## src/hw/mcsync_pkg.sv

```systemverilog
package mcsync_pkg;

	// ---------------------------------------------------------------
	// register map (word index on the register port)
	// ---------------------------------------------------------------
	localparam logic [4:0]  ADDR_MODE    = 5'h01;
	localparam logic [4:0]  ADDR_TIMING  = 5'h03;
	localparam logic [4:0]  ADDR_STATUS  = 5'h09;

	// sync_mode_config fields
	localparam int          MODE_PN_EN   = 13;
	localparam int          MODE_SEL     = 12;
	localparam int          MODE_PULSE   = 11;

	// sync_timing_config fields
	localparam int          TIM_THR_LSB  = 27;
	localparam int          TIM_IN_EN    = 26;
	localparam int          TIM_OUT_EN   = 25;
	localparam int          TIM_IDLY_LSB = 19;
	localparam int          TIM_ODLY_LSB = 11;
	localparam int          TIM_OPOL     = 9;
	localparam int          TIM_CST_LSB  = 4;

	// fault_and_lock_status fields
	localparam int          ST_SYNC_EN   = 0;
	localparam int          ST_DATA_EN   = 1;
	localparam int          ST_SYNC_FLG  = 6;
	localparam int          ST_DATA_FLG  = 7;
	localparam int          ST_LOCK      = 10;
	localparam int          ST_LOST      = 11;
	localparam int          ST_CLR_LOCK  = 12;

	// reset values
	localparam logic [31:0] MODE_RST     = 32'h0000_0000;
	localparam logic [31:0] TIMING_RST   = 32'h8000_0000;
	localparam logic [1:0]  IRQ_EN_RST   = 2'h3;

	// ---------------------------------------------------------------
	// code and timing
	// ---------------------------------------------------------------
	localparam int          CODE_LEN     = 32;
	localparam logic [31:0] PN_CODE      = 32'hB3A1_6E4D;
	localparam logic [6:0]  CORR_BASE    = 7'h20;
	localparam logic [5:0]  FRAME_LEN    = 6'h20;

	typedef enum logic [1:0] {
		LK_SEARCH = 2'b01,
		LK_LOCKED = 2'b10
	} mcsync_lock_t;

endpackage

```

## src/hw/mcsync_corr_if.sv

```systemverilog
`timescale 1ns/1ps
interface mcsync_corr_if;
	logic       rx_bit;
	logic       sample_en;
	logic [4:0] threshold;
	logic       detect;

	modport host (output rx_bit, output sample_en, output threshold, input detect);
	modport corr (input rx_bit, input sample_en, input threshold, output detect);
endinterface

```

## src/hw/mcsync_corr.sv

```systemverilog
`timescale 1ns/1ps
module mcsync_corr (
	input  wire logic    core_clk,
	input  wire logic    rst,
	mcsync_corr_if.corr  cif
);

	typedef struct packed {
		logic [31:0] shift;
		logic        detect;
	} mcsync_corr_st_t;

	mcsync_corr_st_t st_reg;
	mcsync_corr_st_t st_next;
	logic [31:0]     agree;
	logic [6:0]      match_cnt;

	// ---------------------------------------------------------------
	// per-bit agreement with the expected code
	// ---------------------------------------------------------------
	genvar gi;
	generate
		for (gi = 0; gi < mcsync_pkg::CODE_LEN; gi++) begin : g_cmp
			assign agree[gi] = ~(st_reg.shift[gi] ^ mcsync_pkg::PN_CODE[gi]);
		end
	endgenerate

	always_comb begin
		match_cnt = 7'h00;
		for (int i = 0; i < mcsync_pkg::CODE_LEN; i++) begin
			match_cnt = match_cnt + {6'h00, agree[i]};
		end
	end

	always_comb begin
		st_next        = st_reg;
		st_next.detect = 1'b0;
		if (cif.sample_en) begin
			st_next.shift = {st_reg.shift[30:0], cif.rx_bit};
		end
		// match beats threshold
		// agreement (matches minus misses) must exceed the threshold, so a
		// larger threshold tolerates fewer bit errors
		if (cif.sample_en && ({match_cnt[5:0], 1'b0} > mcsync_pkg::CORR_BASE
			+ {2'h0, cif.threshold})) begin
			st_next.detect = 1'b1;
		end
	end

	always_ff @(posedge core_clk) begin
		if (rst) begin
			st_reg <= '0;
		end else begin
			st_reg <= st_next;
		end
	end

	assign cif.detect = st_reg.detect;

endmodule

```

## src/hw/mcsync_top.sv

```systemverilog
`timescale 1ns/1ps
// Operation
// - master sends the spread code on its sync output pair, looped to all.
// - receiver correlates its sync input and pulses once per valid code.
// - detected code aligns the clock state machine, and at acquisition the oscillator accumulator.
// - five-bit correlation threshold sits at bits 31:27 of timing config.
// - higher threshold needs closer match for lock; lower relaxes it.
// - status bit 10 reads one once synchronisation is achieved.
// - sticky lock-lost bit 11, cleared by writing bit 12 one then zero.
// - master output delay field 15:11 trims outgoing code in 80 ps steps.
// - master polarity bit 9 delays outgoing code by half a sample period.
// - input delay field 23:19 trims incoming sampling in 80 ps steps.
// - interrupt line is open-drain, active low, wire-OR capable.
// - data or sync timing error flag asserts the interrupt by default.
// - each error flag can be masked from the interrupt separately.
// - error flags latch until software writes one to them.
// - init pulse loads the 32-state clock machine with the preset 7:4.
// - init pulse lasts one cycle and recurs every 32 cycles.
// - slaves take the master phase from the code and set their accumulators.
module mcsync_top (
	input  wire logic        core_clk,
	input  wire logic        rst,
	input  wire logic [4:0]  reg_addr,
	input  wire logic        reg_wr,
	input  wire logic [31:0] reg_wdata,
	output logic      [31:0] reg_rdata,
	input  wire logic        sync_in_p,
	input  wire logic        sync_in_n,
	output logic             sync_out_p,
	output logic             sync_out_n,
	output logic             sync_out_half_delay,
	output logic      [4:0]  sync_out_delay_trim,
	output logic      [4:0]  sync_in_delay_trim,
	input  wire logic        data_timing_err,
	input  wire logic        sync_timing_err,
	input  wire logic [31:0] nco_step,
	output logic      [31:0] nco_phase,
	output logic      [4:0]  clk_state,
	output logic             init_pulse,
	output logic             irq_n_o,
	output logic             irq_n_oe
);

	typedef struct packed {
		logic [31:0]          mode;
		logic [31:0]          timing;
		logic [1:0]           irq_en;
		logic                 sync_flag;
		logic                 data_flag;
		logic                 clr_lock;
		mcsync_pkg::mcsync_lock_t lock;
		logic                 lost;
		logic [5:0]           gap_cnt;
		logic [4:0]           tx_idx;
		logic                 tx_bit;
		logic [4:0]           clk_state;
		logic [31:0]          nco_acc;
		logic                 init;
		logic                 irq_oe;
		logic [31:0]          rdata;
	} mcsync_top_st_t;

	mcsync_top_st_t st_reg;
	mcsync_top_st_t st_next;
	mcsync_corr_if  cif ();
	logic           pn_mode;
	logic           rx_en;
	logic           tx_en;
	logic           wr_mode;
	logic           wr_timing;
	logic           wr_status;
	logic [31:0]    status_word;

	mcsync_corr u_corr (
		.core_clk (core_clk),
		.rst      (rst),
		.cif      (cif.corr)
	);

	// ---------------------------------------------------------------
	// mode decode
	// ---------------------------------------------------------------
	// code mode select
	assign pn_mode = st_reg.mode[mcsync_pkg::MODE_PN_EN]
		& st_reg.mode[mcsync_pkg::MODE_SEL]
		& ~st_reg.mode[mcsync_pkg::MODE_PULSE];
	assign rx_en   = pn_mode & st_reg.timing[mcsync_pkg::TIM_IN_EN];
	assign tx_en   = pn_mode & st_reg.timing[mcsync_pkg::TIM_OUT_EN];

	// sync input is differential; a broken pair (both equal) reads as zero
	assign cif.rx_bit    = sync_in_p & ~sync_in_n;
	assign cif.sample_en = rx_en;
	assign cif.threshold = st_reg.timing[mcsync_pkg::TIM_THR_LSB +: 5];

	// ---------------------------------------------------------------
	// register port decode
	// ---------------------------------------------------------------
	// unmapped addresses fall through and are ignored
	always_comb begin
		wr_mode   = 1'b0;
		wr_timing = 1'b0;
		wr_status = 1'b0;
		if (reg_wr && reg_addr == mcsync_pkg::ADDR_MODE) begin
			wr_mode = 1'b1;
		end else if (reg_wr && reg_addr == mcsync_pkg::ADDR_TIMING) begin
			wr_timing = 1'b1;
		end else if (reg_wr && reg_addr == mcsync_pkg::ADDR_STATUS) begin
			wr_status = 1'b1;
		end
	end

	// status word for fault query
	// lock and lost bits are read only; writes to them are dropped
	always_comb begin
		status_word = 32'h0000_0000;
		status_word[mcsync_pkg::ST_SYNC_EN]  = st_reg.irq_en[0];
		status_word[mcsync_pkg::ST_DATA_EN]  = st_reg.irq_en[1];
		status_word[mcsync_pkg::ST_SYNC_FLG] = st_reg.sync_flag;
		status_word[mcsync_pkg::ST_DATA_FLG] = st_reg.data_flag;
		status_word[mcsync_pkg::ST_LOCK]     = (st_reg.lock == mcsync_pkg::LK_LOCKED);
		status_word[mcsync_pkg::ST_LOST]     = st_reg.lost;
		status_word[mcsync_pkg::ST_CLR_LOCK] = st_reg.clr_lock;
	end

	// ---------------------------------------------------------------
	// next state
	// ---------------------------------------------------------------
	always_comb begin
		st_next      = st_reg;
		st_next.init = 1'b0;

		if (wr_mode) begin
			st_next.mode = reg_wdata;
		end
		if (wr_timing) begin
			st_next.timing = reg_wdata;
		end

		// ---------------------------------------------------------------
		// status register writes
		// ---------------------------------------------------------------
		// per-flag masks
		if (wr_status) begin
			st_next.irq_en   = {reg_wdata[mcsync_pkg::ST_DATA_EN],
				reg_wdata[mcsync_pkg::ST_SYNC_EN]};
			st_next.clr_lock = reg_wdata[mcsync_pkg::ST_CLR_LOCK];
		end

		// flags latch, cleared by writing one
		if (wr_status && reg_wdata[mcsync_pkg::ST_SYNC_FLG]) begin
			st_next.sync_flag = 1'b0;
		end
		if (wr_status && reg_wdata[mcsync_pkg::ST_DATA_FLG]) begin
			st_next.data_flag = 1'b0;
		end
		// a new error in the clearing cycle survives the clear
		if (sync_timing_err) begin
			st_next.sync_flag = 1'b1;
		end
		if (data_timing_err) begin
			st_next.data_flag = 1'b1;
		end

		// clear on falling edge of clear-lock control
		if (wr_status && st_reg.clr_lock && !reg_wdata[mcsync_pkg::ST_CLR_LOCK]) begin
			st_next.lost = 1'b0;
		end

		// ---------------------------------------------------------------
		// master code generator
		// ---------------------------------------------------------------
		// restarts from the first bit on every enable, so peers only see whole codes
		// master code generator
		if (tx_en) begin
			st_next.tx_idx = st_reg.tx_idx + 5'h01;
			st_next.tx_bit = mcsync_pkg::PN_CODE[5'h1F - st_reg.tx_idx];
		end else begin
			st_next.tx_idx = 5'h00;
			st_next.tx_bit = 1'b0;
		end

		// ---------------------------------------------------------------
		// clock machine and accumulator
		// ---------------------------------------------------------------
		// free-running 32-state clock machine
		st_next.clk_state = st_reg.clk_state + 5'h01;
		st_next.nco_acc   = st_reg.nco_acc + nco_step;

		// saturates so a long silence cannot wrap back below the frame length
		if (st_reg.gap_cnt != 6'h3F) begin
			st_next.gap_cnt = st_reg.gap_cnt + 6'h01;
		end

		// ---------------------------------------------------------------
		// lock tracking
		// ---------------------------------------------------------------
		// one missing code drops lock; the threshold already absorbs bit errors
		case (st_reg.lock)
			mcsync_pkg::LK_SEARCH: begin
				if (cif.detect && rx_en) begin
					st_next.lock    = mcsync_pkg::LK_LOCKED;
					st_next.gap_cnt = 6'h01;
					// align both clock state and phase
					st_next.init    = 1'b1;
					// take master phase at code boundary
					// only on acquisition; a reload while locked would jump the phase
					st_next.nco_acc = 32'h0000_0000;
				end
			end
			mcsync_pkg::LK_LOCKED: begin
				if (!rx_en) begin
					st_next.lock = mcsync_pkg::LK_SEARCH;
				end else if (cif.detect) begin
					st_next.gap_cnt = 6'h01;
					st_next.init    = 1'b1;
				end else if (st_reg.gap_cnt >= mcsync_pkg::FRAME_LEN) begin
					// expected code missing: drop lock and remember it
					st_next.lock = mcsync_pkg::LK_SEARCH;
					st_next.lost = 1'b1;
				end
			end
			default: begin
				st_next.lock = mcsync_pkg::LK_SEARCH;
			end
		endcase

		// load clock preset
		// repeated pulses every 32 cycles land on the same state, so a
		// locked device keeps running undisturbed
		if (st_next.init) begin
			st_next.clk_state = {1'b0, st_reg.timing[mcsync_pkg::TIM_CST_LSB +: 4]};
		end

		// ---------------------------------------------------------------
		// interrupt and readback
		// ---------------------------------------------------------------
		// either unmasked flag drives the line
		st_next.irq_oe = (st_next.sync_flag & st_next.irq_en[0])
			| (st_next.data_flag & st_next.irq_en[1]);

		// read data is registered, so it lags the address by one cycle
		if (reg_addr == mcsync_pkg::ADDR_MODE) begin
			st_next.rdata = st_reg.mode;
		end else if (reg_addr == mcsync_pkg::ADDR_TIMING) begin
			st_next.rdata = st_reg.timing;
		end else if (reg_addr == mcsync_pkg::ADDR_STATUS) begin
			st_next.rdata = status_word;
		end else begin
			st_next.rdata = 32'h0000_0000;
		end
	end

	always_ff @(posedge core_clk) begin
		if (rst) begin
			st_reg           <= '0;
			st_reg.mode      <= mcsync_pkg::MODE_RST;
			st_reg.timing    <= mcsync_pkg::TIMING_RST;
			st_reg.irq_en    <= mcsync_pkg::IRQ_EN_RST;
			st_reg.lock      <= mcsync_pkg::LK_SEARCH;
		end else begin
			st_reg <= st_next;
		end
	end

	// ---------------------------------------------------------------
	// outputs
	// ---------------------------------------------------------------
	// differential code out
	// gated by the enable so a last one bit cannot linger after the master is turned off
	assign sync_out_p          = st_reg.tx_bit & tx_en;
	assign sync_out_n          = ~st_reg.tx_bit & tx_en;
	assign sync_out_half_delay = st_reg.timing[mcsync_pkg::TIM_OPOL];
	// 80 ps output delay line trim
	assign sync_out_delay_trim = st_reg.timing[mcsync_pkg::TIM_ODLY_LSB +: 5];
	// 80 ps input delay line trim
	assign sync_in_delay_trim  = st_reg.timing[mcsync_pkg::TIM_IDLY_LSB +: 5];
	assign reg_rdata           = st_reg.rdata;
	assign nco_phase           = st_reg.nco_acc;
	assign clk_state           = st_reg.clk_state;
	assign init_pulse          = st_reg.init;
	assign irq_n_o             = 1'b0;
	assign irq_n_oe            = st_reg.irq_oe;

endmodule

```

## config.mk

```make
export PLATFORM = sky130hd
export DESIGN_NAME = mcsync_top
export DESIGN_NICKNAME = d
export VERILOG_FILES = /design/src/hw/mcsync_pkg.sv /design/src/hw/mcsync_corr_if.sv /design/src/hw/mcsync_corr.sv /design/src/hw/mcsync_top.sv
export SDC_FILE = /design/constraint.sdc
export NUM_CORES = 1
export LEC_CHECK = 0
export ABC_AREA = 1
export ABC_CLOCK_PERIOD_IN_PS = 5600
export BUFFER_PORTS_ARGS = -buffer_cell sky130_fd_sc_hd__buf_2
export CAP_MARGIN = 40
export CORE_UTILIZATION = 52
export DETAILED_ROUTE_END_ITERATION = 6
export PLACE_DENSITY_LB_ADDON = 0.25
export SLEW_MARGIN = 20
export SYNTH_ARGS = -nofsm -noshare
export SYNTH_HDL_FRONTEND = slang
export SYNTH_SLANG_ARGS = --single-unit
```

## constraint.sdc

```tcl
create_clock -name core_clk -period 5.6 [get_ports core_clk]
set_clock_uncertainty 0.15 [all_clocks]
set_input_delay 0.28 -clock core_clk [delete_from_list [all_inputs] [get_ports core_clk]]
set_output_delay 0.28 -clock core_clk [all_outputs]
set_load 0.02 [all_outputs]
```

==> results.cfg, run 1 <==
[floorplanning]
die-area_sq_um = 20600
fp-row-count = 51
initial_core_util = 0.532
die_h_um = 143
core_sq_um = 19500
fp.dieW_um = 143
io-pin-count = 161

[sta]
fmax_mhz = 176
finalCriticalPeriod_ns = 5.67
fin_worst_hold_slack_ns = 0.0239
relSlewSlack = 0.434
hold_viol_final = 0
slew_violations = 0
setup_ws_ns = -0.0732
worst_slew_pin_slew_ns = 0.848
finalSetupViolCount = 1
rsz0062_at_grt = yes
min_period_over_period = 1.01

[worst_setup_path]
critical_path_class = flip-flop to flip-flop
ff2ff_setup_slack_ns = -0.07
timing.rr.start = u_corr.agree[0]
cp-end-kind = flip-flop
arrival_ns = 5.86
cp-startpoint = u_corr.agree[0]
start_kind = flip-flop
critical_path_peak_fanout = 2
critPathRequiredTime_ns = 5.78

[detailed_routing]
drt_first_iter_violations = 434
wirelength_um = 24400
vias_per_cell = 4.92
drc_errors = 0
wl_per_cell_um = 13.2
drt_first_pass_iters = 5
final_antenna_net_count = 0
vias = 9115

[yosys]
synth_area_leader_cell = dfxtp_1
synthFlopType = dfxtp_1
synthCells = 1475
synth_area_sq_um = 10400
ys_types = 44
synth_nets = 1628
synth_enable_flop_cells = 0
ys_ff_latch = 188
ys_seq_area_frac = 0.362
ys.warnings.count = 0
ys_top_cells_by_area = dfxtp_1, nand2_1, inv_1
synth_top_area_share = 0.362
syn_avg_cell_area_sq_um = 7.05
async_flop_share = 0

[global_route]
antenna_found_initial = 0
grt_use_total = 0.244
grt_first_pass_wirelength_um = 39500
grt_max_degree = 65
grt_overflow = 0
grt_pass1_vias = 8553

[clock_network]
clk_pin_slew_ns = 0.08
cts_buffers = 17
h-tree-depth = 4
cts_sinks = 188
post_cts_buffers = 0
worstSkewPairLatency_ns = 0.45
clk_path_buf_depth = 2
root_buffer = clkbuf_16
cts_tree = built

[hold_path]
hp-start = nco_step[0]
hold_path.class = primary input to flip-flop

[place]
post-dp-hpwl_um = 17700
globalplace.congestion = 0.928
io_buffers = 159
dpl.cell_count = 1785

[finish]
final_cell_mix = nand2_1, inv_1, dfxtp_1, buf_2, nor2_1
n_antenna_cell = 0
final_common_cell = nand2_1
instances_no_fill = 1851
largest_reg_flops = 68
syn2layout_area_growth_pct = 14.2
drive_above_1_share = 0.152
utilization = 0.608
nNetsFinal = 1726

[power_and_ir_drop]
power_density_nw_per_um2 = 360
power_mw = 4.28
total_leakage_power_nw = 5.84
vdd_drop_max_mv = 0.235

[status]
status = finished, violations left
violations = negative setup slack

[job]
maxCapViolations = 0
## cell type report
cell class                      instances  area (sq um)
Clock buffer                           17           425
Clock inverter                         15           211
Fill cell                            1843          7660
Inverter                              220           826
Multi-Input combinational cell        943          5080
Sequential cell                       188          3760
Tap cell                              265           332
Timing Repair Buffer                  203          1230
## worst paths after layout
kind                        to  cells past startpoint
min reg2reg        st_reg[133]                      2
max reg2reg  u_corr.cif.detect                     21
min               nco_phase[0]                      4
max          u_corr.cif.detect                     21
## critical path, cell delays in order (launching register included)
cell     delay, ns
dfxtp_1       0.32
inv_1         0.06
fa_1          0.52
fa_1          0.57
inv_2         0.04
fa_2          0.41
fa_2          0.54
inv_2         0.03
fa_1          0.50
fa_1          0.44
fa_1          0.47
inv_1         0.08
ha_2          0.18
inv_2         0.04
fa_2          0.34
xnor2_1       0.16
ha_1          0.28
nand2_1       0.06
inv_1         0.06
nand4_1       0.07
a31oi_1       0.18
nor2_1        0.05
## metrics by stage
step / area [sq um] / worst slack (ns) / TNS (ns)
finish: 11900 / -0.0732 / -0.0732
global route: 11900 / -0.267 / -0.267
CTS: 11800 / -0.0925 / -0.0925
detailed placement: 10800 / -0.119 / -0.119
global placement: 10800 / -0.0814 / -0.0814
floorplan: 10400 / 0.101 / 0
## Yosys cell counts, drive strengths merged (3+ instances only)
cell type,n
xnor2,17
nand2,360
nor2,155
nand3,65
a21oi,143
fa,25
or2,6
o21ai,88
nor3,7
nand4,5
ha,52
inv,219
dfxtp,188
buf,95
xor2,4
clkbuf,29
a211oi,3
## power breakdown
group / total [mW] / internal [mW] / switching, mW
sequential: 1.51 / 1.45 / 0.0595
clock: 1.26 / 0.620 / 0.643
combinational: 1.50 / 0.523 / 0.978
total: 4.28 / 2.60 / 1.68
## layer usage
metal | routed length (um) | vias to the layer above | global-route usage
li1 | - | 4708 | -
met2 | 12100 | 252 | 0.440
met3 | 1430 | 35 | 0.0530
met1 | 10600 | 4120 | 0.290
met4 | 343 | 0 | 0.0717
met5 | 0 | - | 0
## cell families after synthesis
| logic type | Yosys count | synth area share |
|---|---|---|
| AOI/OAI and AO/OA | 243 | 0.120 |
| xor gates and xnor gates | 21 | 0.0177 |
| adders and majority gates | 77 | 0.111 |
| buffers and inverters | 344 | 0.156 |
| DFF | 188 | 0.362 |
| other | 1 | 0.000361 |
| and+or+nand+nor | 601 | 0.233 |
## timing repair
action / in CTS / in global routing
setup endpoints to repair: 1 / 1
resized for setup: 11 / 6
hold buffers: 34 / 0
endpoints found under the hold margin: 65 / 0
pin swaps: 13 / 6
(Power assumes the default switching activity.)
==> run 2: changes to the inputs <==
--- a/config.mk
+++ b/config.mk
@@ -12,6 +12,7 @@
 export CORE_UTILIZATION = 52
 export DETAILED_ROUTE_END_ITERATION = 6
 export PLACE_DENSITY_LB_ADDON = 0.25
+export SKIP_CTS_REPAIR_TIMING = 1
 export SLEW_MARGIN = 20
 export SYNTH_ARGS = -nofsm -noshare
 export SYNTH_HDL_FRONTEND = slang
==> constraint.sdc (replaced) <==
create_clock -name core_clk -period 5.6 [get_ports core_clk]
set_clock_uncertainty 0.15 [all_clocks]
set_input_delay 0.28 -clock core_clk [delete_from_list [all_inputs] [get_ports core_clk]]
set_output_delay 0.28 -clock core_clk [all_outputs]
set_load 0.1 [all_outputs]
==> run 2 against run 1 <==
  * The run still ends with negative setup slack left
  * Critical path depth fell by 1
  * Count of clock-buffer cells in the layout did not move
  * Combinational power grew 43%
  * Die area unchanged
  * Sequential power about the same
  * Global-route usage fell by 0.38 points
  * Clock power about the same
  * Critical path type unchanged
  * Critical endpoint unchanged
  * Largest cell class unchanged
==> results.cfg, run 2 (same netlist as run 1, synthesis figures left out) <==
[status]
status = finished, violations left
violations = negative setup slack

[detailed_routing]
wirelength_um = 24400
final_antenna_net_count = 0
drt_first_iter_violations = 534
vias_per_cell = 4.91
drc_errors = 0
vias = 9083
wl_per_cell_um = 13.2
drt_first_pass_iters = 5

[worst_setup_path]
slowest_delay_ns = 0.56
start_kind = flip-flop
timing.rr.start = u_corr.agree[2]
critPathRequiredTime_ns = 5.78
cp-end-kind = flip-flop
ff2ff_setup_slack_ns = -0.003
cp_top_family = adder cells
cp_cell_sequence = inv_1 > fa_1 > fa_1 > inv_2 > fa_2 > fa_2 > inv_1 > fa_1 > fa_1 > fa_1 > inv_1 > ha_1 > inv_1 > fa_2 > inv_2 > ha_4 > a21oi_2 > o21ai_0 > a31oi_1 > nor2_1
r2r-end = u_corr.cif.detect
critical_path_class = flip-flop to flip-flop
cp_num_buf_inv = 6
crit_slowest_cell = fa_1
crit_top_cell = fa_1
critical_path_peak_fanout = 2
arrival_ns = 5.79
r2r_cells = 20

[global_route]
use_met2 = 0.429
grt_pass1_vias = 8338
met3_usage = 0.0556
grt_first_pass_wirelength_um = 38800
grt_use_total = 0.241
top_usage_layer = met2
grt_util_met1 = 0.281
grt_overflow = 0
grt_max_degree = 65
antenna_found_initial = 0

[hold_path]
holdPathStages = 4
holdPathEnd = nco_phase[0]
hold_path.class = primary input to flip-flop
hp-start = nco_step[0]

[power_and_ir_drop]
p_switching_mw = 2.33
pwr-share-seq = 0.307
power_density_nw_per_um2 = 415
power.clock.fraction = 0.256
total_leakage_power_nw = 5.84
p_int_mw = 2.59
switching_share = 0.473
vdd_drop_max_mv = 0.235
power_mw = 4.92
combPwrFrac = 0.437

[place]
dpl.cell_count = 1785
place_area_sq_um = 10800
post-dp-hpwl_um = 17700
io_buffers = 159
dp_slack_ns = -0.119
globalplace.congestion = 0.928

[floorplanning]
die_h_um = 143
fp-row-count = 51
initial_core_util = 0.532
die-area_sq_um = 20600
core_sq_um = 19500
fp.dieW_um = 143
io-pin-count = 161

[sta]
fin_worst_hold_slack_ns = 0.0257
slew_violations = 0
hold_viol_final = 0
finalCriticalPeriod_ns = 5.60
rsz0062_at_grt = yes
setup_ws_ns = -0.00325
worst_slew_pin_slew_ns = 0.849
finalSetupViolCount = 1
fmax_mhz = 178
min_period_over_period = 1.00
relSlewSlack = 0.433
setup_tns_ns = -0.00325

[finish]
largest_reg_flops = 68
drive_above_1_share = 0.150
final_common_cell = nand2_1
n_antenna_cell = 0
syn2layout_area_growth_pct = 14.1
instances_no_fill = 1851
nNetsFinal = 1726
final_area_sq_um = 11900
utilization = 0.607
n_fill_cell = 1842
final_cell_mix = nand2_1, inv_1, dfxtp_1, buf_2, nor2_1

[clock_network]
clk_pin_slew_ns = 0.08
cts_tree = built
root_buffer = clkbuf_16
clk_path_buf_depth = 2
worstSkewPairLatency_ns = 0.45
cts_sinks = 188
h-tree-depth = 4
cts_buffers = 17

[job]
maxCapViolations = 0
-- run 2: cell counts in the layout (fill, tap and decap cells not counted) --
No cell type changed its count.
-- run 2: worst max-delay path by stage --
stage	start	slack [ns]	to	depth (start not counted)
final	u_corr.agree[2]	-0.003	u_corr.cif.detect	20
after global routing	u_corr.agree[2]	-0.22	u_corr.cif.detect	20
after CTS	u_corr.agree[0]	-0.19	u_corr.cif.detect	22
after detailed placement	u_corr.agree[0]	-0.12	u_corr.cif.detect	20
after global placement	u_corr.agree[0]	-0.08	u_corr.cif.detect	20
after floorplan	u_corr.agree[0]	0.10	u_corr.cif.detect	20
-- run 2: metal layers --
| layer | routed length [um] | part of all wire | vias up |
|---|---|---|---|
| li1 | - | - | 4705 |
| met1 | 10600 | 0.43 | 4116 |
| met2 | 12100 | 0.50 | 231 |
| met3 | 1340 | 0.055 | 31 |
| met4 | 390 | 0.016 | 0 |
| met5 | 0 | 0 | - |
-- run 2: worst register-to-register path: stages, from the launching register on --
cell     delay, ns
dfxtp_2       0.32
inv_1         0.06
fa_1          0.56
fa_1          0.43
inv_2         0.07
fa_2          0.43
fa_2          0.53
inv_1         0.04
fa_1          0.50
fa_1          0.44
fa_1          0.45
inv_1         0.08
ha_1          0.16
inv_1         0.06
fa_2          0.53
inv_2         0.04
ha_4          0.21
a21oi_2       0.12
o21ai_0       0.08
a31oi_1       0.18
nor2_1        0.05
-- run 2: power groups by stage --
stage | combinational (mW) | clock, mW | sequential (mW)
floorplan | 1.88 | 0 | 1.54
global placement | 2.10 | 0 | 1.54
detailed placement | 2.12 | 0 | 1.54
CTS | 2.13 | 1.29 | 1.51
global route | 2.35 | 1.34 | 1.53
finish | 2.15 | 1.26 | 1.51
-- run 2: layout make-up --
class	count	area [sq um]	share of cell area
inverters	220	826	0.0696
multi-input cells	943	5070	0.428
well taps	265	332	0.0280
flip-flops and latches	188	3760	0.317
clock inverters	15	211	0.0178
clock buffers	17	425	0.0359
repair buffers	203	1230	0.104
==> run 3: changes to the inputs <==
--- a/config.mk
+++ b/config.mk
@@ -11,6 +11,8 @@
 export CAP_MARGIN = 40
 export CORE_UTILIZATION = 52
 export DETAILED_ROUTE_END_ITERATION = 6
+export GPL_TIMING_DRIVEN = 0
+export MAX_ROUTING_LAYER = met4
 export PLACE_DENSITY_LB_ADDON = 0.25
 export SKIP_CTS_REPAIR_TIMING = 1
 export SLEW_MARGIN = 20
==> run 3 against run 2 <==
  * The run still ends with negative setup slack left
  * Count of clock-buffer cells in the layout unchanged
  * Final cell count increased by 5.9%
  * Utilization increased by 3.1 points
  * Worst setup slack got worse by 0.15 ns
==> results.cfg, run 3 (same netlist as run 1, synthesis figures left out) <==
[worst_setup_path]
r2r_cells = 20
critical_path_class = flip-flop to flip-flop
cp-end-kind = flip-flop
critical_path_peak_fanout = 3
slowest_delay_ns = 0.56
start_kind = flip-flop
cp_num_buf_inv = 6
cp_top_family = adder cells
path_depth = 20
ff2ff_setup_slack_ns = -0.16
arrival_ns = 5.94
cp_cell_sequence = inv_2 > fa_1 > fa_1 > inv_1 > fa_1 > fa_2 > inv_2 > fa_1 > fa_2 > fa_1 > inv_1 > ha_2 > inv_1 > fa_2 > inv_2 > ha_4 > a21oi_2 > o21ai_1 > a31oi_1 > nor2_1
critPathRequiredTime_ns = 5.78
crit_slowest_cell = fa_2
crit_top_cell = fa_1

[detailed_routing]
vias = 9723
wl_per_cell_um = 13.7
wirelength_um = 26800
wl_met2_um = 12900
vias_per_cell = 4.96
met1Wirelength_um = 11800
drc_errors = 0
drt_first_pass_iters = 5
wl_met3_um = 1310
highest_layer = met4
drt_first_iter_violations = 623
final_antenna_net_count = 0

[floorplanning]
die_h_um = 143
core_sq_um = 19500
initial_core_util = 0.532
die-area_sq_um = 20600
fp.dieW_um = 143
fp-row-count = 51
io-pin-count = 161

[clock_network]
worstSkewPairLatency_ns = 0.44
clk_path_buf_depth = 2
h-tree-depth = 4
root_buffer = clkbuf_16
clk_pin_slew_ns = 0.07
cts_tree = built
cts_sinks = 188
cts_buffers = 17

[global_route]
antenna_found_initial = 0
grt_first_pass_wirelength_um = 42100
grt_overflow = 0
grt_max_degree = 21
grt_use_total = 0.272
grt_pass1_vias = 8836

[finish]
syn2layout_area_growth_pct = 20.0
multi_input_area_sq_um = 5060
final_cell_mix = nand2_1, inv_1, dfxtp_1, buf_2, nor2_1
utilization = 0.639
regArea_sq_um = 3770
nNetsFinal = 1836
n_fill_cell = 1756
largest_reg_flops = 68
final_common_cell = nand2_1
drive_above_1_share = 0.190
n_antenna_cell = 0

[place]
globalplace.congestion = 0.948
io_buffers = 158
dp_slack_ns = -0.253
post-dp-hpwl_um = 20400

[sta]
finalCriticalPeriod_ns = 5.76
slew_violations = 0
finalSetupViolCount = 1
fmax_mhz = 174
rsz0062_at_grt = yes
hold_viol_final = 0
setup_tns_ns = -0.158
relSlewSlack = 0.591
min_period_over_period = 1.03
worst_slew_pin_slew_ns = 0.613
setup_ws_ns = -0.158
fin_worst_hold_slack_ns = 0.00212

[power_and_ir_drop]
power_mw = 5.03
vdd_drop_max_mv = 0.240
power_density_nw_per_um2 = 403
total_leakage_power_nw = 6.28

[status]
violations = negative setup slack
status = finished, violations left

[job]
maxCapViolations = 0

[hold_path]
holdPathStages = 3
hold_path.class = primary input to flip-flop
-- run 3: cell type report --
cell class,count,share of cell area
sequential,188,0.302
tap,265,0.0266
inverter,220,0.0662
timing repair buffer,189,0.0881
multi-input combinational,943,0.405
clock inverter,15,0.0141
buffer,124,0.0636
clock buffer,17,0.0341
-- run 3: through the flow --
step                instances  area (sq um)
finish                   1961         12500
global route             1961         12500
CTS                      1930         12100
detailed placement       1898         11500
global placement         1898         11500
floorplan                1475         10400
-- run 3: final timing paths --
path                                 startpoint                end
worst max-delay path            u_corr.agree[2]  u_corr.cif.detect
worst min-delay path              reg_wdata[30]        st_reg[153]
worst max register to register  u_corr.agree[2]  u_corr.cif.detect
worst min register to register      st_reg[133]        st_reg[133]
-- run 3: worst min-delay path: stages --
cell	delay, ns
buf_2	0.12
nand3_1	0.08
a21oi_1	0.06
-- run 3: power breakdown --
| group | total [mW] | internal (mW) | switching [mW] |
|---|---|---|---|
| clock network | 1.21 | 0.602 | 0.608 |
| logic | 2.29 | 0.639 | 1.65 |
| registers | 1.52 | 1.45 | 0.0688 |
| total | 5.03 | 2.69 | 2.33 |
-- run 3: layer usage --
metal | track usage | up-vias
li1 | - | 4936
met1 | 0.330 | 4449
met2 | 0.450 | 290
met3 | 0.0363 | 48
met4 | 0.120 | 0
met5 | - | -
